--- config.mk ---
export PLATFORM = sky130hd
export DESIGN_NAME = audio_clock_source_config
export DESIGN_NICKNAME = d
export VERILOG_FILES = /design/src/logic/clk_cfg_pkg.sv /design/src/logic/audio_clock_source_config.sv
export SDC_FILE = /design/constraint.sdc
export NUM_CORES = 1
export LEC_CHECK = 0
export ABC_AREA = 1
export BUFFER_PORTS_ARGS = -buffer_cell sky130_fd_sc_hd__buf_2
export CORE_ASPECT_RATIO = 1.25
export CORE_MARGIN = 3
export CORE_UTILIZATION = 32
export CTS_BUF_LIST = sky130_fd_sc_hd__clkbuf_8
export DETAILED_ROUTE_END_ITERATION = 7
export GPL_TIMING_DRIVEN = 0
export PLACE_DENSITY = 0.56
export SKIP_CTS_REPAIR_TIMING = 1
export SYNTH_ARGS = -nofsm -noshare
export SYNTH_HDL_FRONTEND = slang
export SYNTH_SLANG_ARGS = --single-unit
--- constraint.sdc ---
create_clock -name clk -period 1.9 [get_ports clk]
set_clock_uncertainty 0.05 [all_clocks]
set_input_delay 0.475 -clock clk [delete_from_list [all_inputs] [get_ports clk]]
set_output_delay 0.475 -clock clk [all_outputs]
set_load 0.01 [all_outputs]
--- src/logic/clk_cfg_pkg.sv ---
package clk_cfg_pkg;

    localparam int ADDR_W = 8;
    localparam int DATA_W = 8;

    // Register offsets
    localparam logic [7:0] OFS_SOURCE_PLL  = 8'h34;
    localparam logic [7:0] OFS_RATIO_HIGH  = 8'h35;
    localparam logic [7:0] OFS_RATIO_LOW   = 8'h36;
    localparam logic [7:0] OFS_ROLE_FREQ   = 8'h37;

    // Reset values
    localparam logic [7:0] RST_SOURCE_PLL  = 8'h40;
    localparam logic [7:0] RST_RATIO_HIGH  = 8'h00;
    localparam logic [7:0] RST_RATIO_LOW   = 8'h00;
    localparam logic [7:0] RST_ROLE_FREQ   = 8'h20;
    localparam logic [7:0] UNMAPPED_READ   = 8'h00;

    // Field positions in the source / PLL register
    localparam int BIT_PLL_OFF      = 7;
    localparam int BIT_FRAC_PERMIT  = 6;
    localparam int SRC_HI           = 3;
    localparam int SRC_LO           = 1;
    localparam int BIT_RATIO_EDGE   = 0;

    // Ratio fields
    localparam int RATIO_W          = 14;
    localparam int RATIO_UPPER_HI   = 5;
    localparam logic [13:0] RATIO_AUTO = 14'h0000;

    // Fields in the role / frequency register
    localparam int FREQ_HI          = 7;
    localparam int FREQ_LO          = 5;
    localparam int BIT_PRIMARY_CTRL = 4;
    localparam int BIT_SECOND_CTRL  = 3;
    localparam int BIT_RATE_FAMILY  = 0;

    // Input clock source codes
    typedef enum logic [2:0] {
        SRC_PRIMARY_BCLK   = 3'h0,
        SRC_REF_PRIMARY_FS = 3'h1,
        SRC_SECOND_BCLK    = 3'h2,
        SRC_REF_SECOND_FS  = 3'h3,
        SRC_REF_FIXED      = 3'h4,
        SRC_INT_OSC        = 3'h5,
        SRC_RSVD6          = 3'h6,
        SRC_RSVD7          = 3'h7
    } clk_src_e;

    localparam int FREQ_KHZ_W = 15;

    // Reference frequency code to kHz
    function automatic logic [14:0] ref_freq_khz(input logic [2:0] code);
        unique case (code)
            3'h0: ref_freq_khz = 15'h2ee0; // 12000
            3'h1: ref_freq_khz = 15'h3000; // 12288
            3'h2: ref_freq_khz = 15'h32c8; // 13000
            3'h3: ref_freq_khz = 15'h3e80; // 16000
            3'h4: ref_freq_khz = 15'h4b00; // 19200
            3'h5: ref_freq_khz = 15'h4ce0; // 19680
            3'h6: ref_freq_khz = 15'h5dc0; // 24000
            3'h7: ref_freq_khz = 15'h6000; // 24576
        endcase
    endfunction

endpackage

--- src/logic/audio_clock_source_config.sv ---
`timescale 1ns/1ps
// Function
// - PLL off bit disables PLL; else manual keeps it on, auto follows load.
// - Fractional PLL only while permit bit set; otherwise integer only.
// - Source field selects input clock; codes 6 and 7 reserved.
// - Code 4 uses fixed reference; valid only with a controller port.
// - Ratio edge bit: zero rising, one falling edge of clock source.
// - Ratio is lower six bits of high register above eight of low register.
// - Ratio zero means auto detection; 1 to 16383 used directly.
// - Reference frequency code maps to 12 up to 24.576 MHz.
// - Primary port bit four: zero target, one controller.
// - Secondary port bit three: zero target, one controller.
// - Bit zero picks 48 kHz or 44.1 kHz rate family.
// - Source register at 0x34 resets to 0x40.
// - Separate manual setup input selects manual or automatic clocking.
module audio_clock_source_config
    import clk_cfg_pkg::*;
(
    input  wire logic                  clk,              // 125 MHz clock
    input  wire logic                  srst,             // Sync reset
    input  wire logic [ADDR_W-1:0]     reg_addr,         // Register offset
    input  wire logic [DATA_W-1:0]     reg_wdata,        // Write data
    input  wire logic                  reg_write,        // Write strobe
    input  wire logic                  reg_read,         // Read strobe
    input  wire logic                  manual_setup,     // 1 manual clocking
    input  wire logic                  load_needs_pll,   // Auto PLL demand
    input  wire logic                  reconfig,         // Apply settings
    output logic [DATA_W-1:0]          reg_rdata_q,      // Read data
    output logic                       pll_enable_q,     // PLL running
    output logic                       pll_fractional_q, // Fractional allowed
    output logic [2:0]                 clock_source_q,   // Applied source
    output logic                       source_invalid_q, // Reserved/misused
    output logic                       ratio_edge_fall_q,// Falling edge
    output logic [RATIO_W-1:0]         ratio_value_q,    // Ratio value
    output logic                       ratio_auto_q,     // Auto detect
    output logic [FREQ_KHZ_W-1:0]      ref_freq_khz_q,   // Ref freq kHz
    output logic                       primary_ctrl_q,   // Primary controller
    output logic                       secondary_ctrl_q, // Second controller
    output logic                       rate_family_q     // 1 means 44.1 kHz
);

    logic [7:0] src_pll_q;
    logic [7:0] ratio_hi_q;
    logic [7:0] ratio_lo_q;
    logic [7:0] role_freq_q;
    logic [RATIO_W-1:0] ratio_d;
    logic               any_ctrl_d;
    logic [2:0]         src_d;

    always_comb begin
        ratio_d    = {ratio_hi_q[RATIO_UPPER_HI:0], ratio_lo_q};
        src_d      = src_pll_q[SRC_HI:SRC_LO];
        any_ctrl_d = role_freq_q[BIT_PRIMARY_CTRL] |
                     role_freq_q[BIT_SECOND_CTRL];
    end

    // Register store: full bytes kept so every field reads back
    always_ff @(posedge clk) begin
        if (srst) begin
            src_pll_q   <= RST_SOURCE_PLL;
            ratio_hi_q  <= RST_RATIO_HIGH;
            ratio_lo_q  <= RST_RATIO_LOW;
            role_freq_q <= RST_ROLE_FREQ;
        end else if (reg_write) begin
            unique case (reg_addr)
                OFS_SOURCE_PLL: src_pll_q   <= reg_wdata;
                OFS_RATIO_HIGH: ratio_hi_q  <= reg_wdata;
                OFS_RATIO_LOW:  ratio_lo_q  <= reg_wdata;
                OFS_ROLE_FREQ:  role_freq_q <= reg_wdata;
                default: ;
            endcase
        end
    end

    // Read port, one cycle latency
    always_ff @(posedge clk) begin
        if (srst) begin
            reg_rdata_q <= UNMAPPED_READ;
        end else if (reg_read) begin
            unique case (reg_addr)
                OFS_SOURCE_PLL: reg_rdata_q <= src_pll_q;
                OFS_RATIO_HIGH: reg_rdata_q <= ratio_hi_q;
                OFS_RATIO_LOW:  reg_rdata_q <= ratio_lo_q;
                OFS_ROLE_FREQ:  reg_rdata_q <= role_freq_q;
                default:        reg_rdata_q <= UNMAPPED_READ;
            endcase
        end
    end

    // PLL control follows live state every cycle
    always_ff @(posedge clk) begin
        if (srst) begin
            pll_enable_q     <= 1'b0;
            pll_fractional_q <= 1'b0;
        end else begin
            pll_enable_q <= !src_pll_q[BIT_PLL_OFF] &&
                            (manual_setup || load_needs_pll);
            pll_fractional_q <= !src_pll_q[BIT_PLL_OFF] &&
                                src_pll_q[BIT_FRAC_PERMIT];
        end
    end

    // Clocking selections applied only on reconfiguration
    always_ff @(posedge clk) begin
        if (srst) begin
            clock_source_q    <= SRC_PRIMARY_BCLK;
            source_invalid_q  <= 1'b0;
            ratio_edge_fall_q <= 1'b0;
            ratio_value_q     <= RATIO_AUTO;
            ratio_auto_q      <= 1'b1;
            ref_freq_khz_q    <= ref_freq_khz(RST_ROLE_FREQ[FREQ_HI:FREQ_LO]);
            primary_ctrl_q    <= 1'b0;
            secondary_ctrl_q  <= 1'b0;
            rate_family_q     <= 1'b0;
        end else if (reconfig) begin
            clock_source_q    <= src_d;
            source_invalid_q  <= (src_d == SRC_RSVD6) ||
                                 (src_d == SRC_RSVD7) ||
                                 ((src_d == SRC_REF_FIXED) &&
                                  !any_ctrl_d);
            ratio_edge_fall_q <= src_pll_q[BIT_RATIO_EDGE];
            ratio_value_q     <= ratio_d;
            ratio_auto_q      <= (ratio_d == RATIO_AUTO);
            ref_freq_khz_q    <=
                ref_freq_khz(role_freq_q[FREQ_HI:FREQ_LO]);
            primary_ctrl_q    <= role_freq_q[BIT_PRIMARY_CTRL];
            secondary_ctrl_q  <= role_freq_q[BIT_SECOND_CTRL];
            rate_family_q     <= role_freq_q[BIT_RATE_FAMILY];
        end
    end
endmodule

==> run_results.csv <==
group,metric,value,unit
status,status,"finished clean",
power,switching_share,22.54,%
die,die_x,96.50,um
setup_path,slowest_stage,"dfxtp_1",
synthesis,synth_xor_area_share,0,%
route,first_pass_iters,4,
synthesis,synth.cell_area,0.003276,sq mm
die,start_util,33.39,%
placed_design,port_buffers,65,
placed_design,dp.cells,598,
timing,max_freq,586.7,MHz
placed_design,gp_congestion,0.8634,
route,avgViaCountPerCell,4.842,
power,pwr-share-clk,44.6,%
setup_path,cpMostUsedCell,"inv_1",
power,power_switching,0.7703,mW
placed_design,place_hpwl,7088,um
setup_path,critPathMaxStageDelay,0.48,ns
route,drtAntennaViolNets,0,
synthesis,muxShareOfSynthArea,0,%
timing,fin_crit_sh,89.71,%
power,comb_power_share,7.5,%
synthesis,yosys.area_share.simple,20.17,%
timing,rsz0062_at_grt,"false",
synthesis,synth_fa_ha_area_share,2.292,%
setup_path,path_buf_inv,2,
route,wl_per_cell,14.85,um
power,p_leak,1.795,nW
synthesis,yosysTopAreaCell,"dfxtp_1",
setup_path,cp_max_fo,7,
clock_network,htreeDepth,3,
power,pwr-share-seq,47.9,%
timing,slew_violations,0,
die,ios,71,
synthesis,synthCells,404,
setup_path,worst-setup-path-type,"register to register",
grt,grt_start_max_net_pins,13,
setup_path,worst_ep_arrival_time,1.96,ns
setup_path,start_kind,"register",
setup_path,crit_required,2.16,ns
cells_and_area,drive_gt1_share,26.64,%
cells_and_area,fin_nets,512,
grt,grt_pass1_vias,2838,
synthesis,yosysWarnings,0,
route,first_iter_violations,167,
route,routed_wl,9116,um
grt,grt_pass1_wl,14250,um
cells_and_area,num_antenna_cells,0,
die,die_h,119.1,um
cells_and_area,nFillCells,1053,
synthesis,synth_compound_area_share,21.28,%
die,dieArea,0.01149,sq mm
timing,tightest_slew,0.5791,ns
timing,holdWs,0.3255,ns
route,vias,2973,
clock_network,clkTransAtPathRegs,0.08,ns
synthesis,seq_area_frac_synth,46.45,%
clock_network,root_buffer,"clkbuf_8",
cells_and_area,multi_input_area,0.001448,sq mm
clock_network,clkSinkCount,76,
clock_network,cts_buffers,9,
setup_path,path_delay_family,"flip-flops",
die,num_rows,40,
setup_path,endpoint_kind,"register",
timing,setup_viol,0,
clock_network,cts.path.max_buffers,2,
timing,finalHoldViolations,0,
clock_network,cts_tree,"done",
synthesis,synth.distinct_cells,33,
power,power.internal,2.648,mW
clock_network,clk-insertion-delay-late,0.36,ns
setup_path,cp_cell_sequence,"inv_1 -> ha_1 -> or2_2 -> o221ai_1 -> nand2_1 -> inv_1",
flow_run,cap_violations,0,
timing,slew_headroom,61.39,%
cells_and_area,instances_no_fill,614,
worst_hold_path,hold_path_class,"input port to register",
synthesis,synth_area_leaders,"dfxtp_1 (46%), a21oi_1 (8.4%), nand2_1 (7.6%), nand3_1 (5.2%), o21ai_0 (4.6%)",
die,core-area,0.009809,sq mm
cells_and_area,synthToLayoutAreaGrowth,22.73,%
timing,finalSetupTns,0,ns
grt,antenna_found_initial,0,
power,ir_drop,0.3265,mV
grt,overflow,0,
cells_and_area,seq_area,0.001521,sq mm
power,power_density,850.2,mW/mm^2
synthesis,syn_avg_cell_area,8.108,sq um
synthesis,yosysTopAreaCellShare,46.45,%
synthesis,ys_ff_latch,76,
grt,grt_util_all_layers,16.23,%
route,drc,0,
synthesis,synth_top_family_by_area,"compound AO/OA/AOI/OAI gates",
timing,fin_crit,1.705,ns
[final timing paths]
path                                                   from                              end  slack (ns)  cells past startpoint
worst max-delay path            role_freq_q[5]$_SDFFE_PP1P_  ref_freq_khz_q[11]$_SDFFE_PP0P_        0.20                      6
worst min-delay path                           manual_setup          pll_enable_q$_SDFF_PP0_        0.33                      3
worst max register to register  role_freq_q[5]$_SDFFE_PP1P_  ref_freq_khz_q[11]$_SDFFE_PP0P_        0.20                      6
worst min register to register   ratio_hi_q[7]$_SDFFE_PP0P_       ratio_hi_q[7]$_SDFFE_PP0P_        0.40                      2
[cell usage after synthesis (all sizes together)]
cell type and count:
o21bai 1, o22ai 2, nor3 4, buf 18
o211ai 1, or2 1, dfxtp 76, nor4 2
nand2 70, nor2 11, conb 1, a211oi 1
nand4 2, nand3 38, clkbuf 7, a31oi 2
o221ai 1, a21oi 64, ha 6, inv 41
o21ai 55
[flip-flops by register name (all words and copies together) (netlist names), 3 cells and up]
| name | count |
|---|---|
| clock_source_q | 3 |
| ref_freq_khz_q | 11 |
| ratio_value_q | 14 |
| src_pll_q | 8 |
| ratio_hi_q | 8 |
| reg_rdata_q | 8 |
| ratio_lo_q | 8 |
| role_freq_q | 8 |
[tightest hold or removal path, stage by stage]
cell    delay (ns)
buf_2         0.10
nor2_1        0.07
nor3_1        0.04
[per-layer routing]
layer	wire length (um)	vias up	part of all wire (%)	GRT usage, %
li1	-	1509	-	-
met3	488	22	5.4	3.853
met5	0	-	0	0
met4	266	0	2.9	8.596
met2	4385	83	48	25.86
met1	3975	1359	44	19.88
[power by group through the flow]
stage / combinational (mW) / sequential, mW / clock, mW
after floorplan: 0.135 / 1.69 / 0
after global placement: 0.254 / 1.67 / 0
after detailed placement: 0.258 / 1.67 / 0
after CTS: 0.260 / 1.64 / 1.56
after global routing: 0.282 / 1.64 / 1.62
final: 0.258 / 1.64 / 1.52
[placed cells by master (no fill, tap or decap), types with 3 or more instances in the layout]
| master | instances |
|---|---|
| a21oi_1 | 55 |
| a21oi_2 | 9 |
| buf_2 | 73 |
| buf_4 | 4 |
| buf_6 | 6 |
| bufinv_16 | 3 |
| clkbuf_1 | 7 |
| clkbuf_8 | 11 |
| conb_1 | 4 |
| dfxtp_1 | 76 |
| ha_1 | 6 |
| inv_1 | 36 |
| inv_2 | 6 |
| nand2_1 | 66 |
| nand2_2 | 3 |
| nand3_1 | 34 |
| nand3_2 | 3 |
| nor2_1 | 6 |
| nor2_8 | 4 |
| nor3_1 | 4 |
| o21ai_0 | 30 |
| o21ai_1 | 22 |
| o21ai_2 | 3 |
[final cells by class]
cell class | instances | area share [%]
Sequential cell | 76 | 37.85
Multi-Input combinational cell | 265 | 36.01
Timing Repair Buffer | 65 | 8.092
Buffer | 25 | 4.077
Tap cell | 126 | 3.922
Inverter | 41 | 3.828
Clock buffer | 11 | 3.766
Clock inverter | 5 | 2.459
[stage by stage]
step	util (%)	power, mW	cell area, sq um	setup slack (ns)
after floorplan	-	1.822	3287	0.4404
after global placement	38.43	1.928	3770	0.2013
final	40.98	3.418	4020	0.1954
after CTS	40.98	3.455	4020	0.1823
after global routing	40.98	3.538	4020	0.09255
after detailed placement	38.43	1.932	3770	0.2019
[cells by family (layout without fill, tap and decap cells)]
logic type	count (synthesis)	in the layout
AOI/OAI and AO/OA	127	127
adders and majority gates	6	6
buffers and inverters	66	147
DFF	76	76
other	1	4
and+or+nand+nor	128	128
Power figures use the tool's default switching activity.
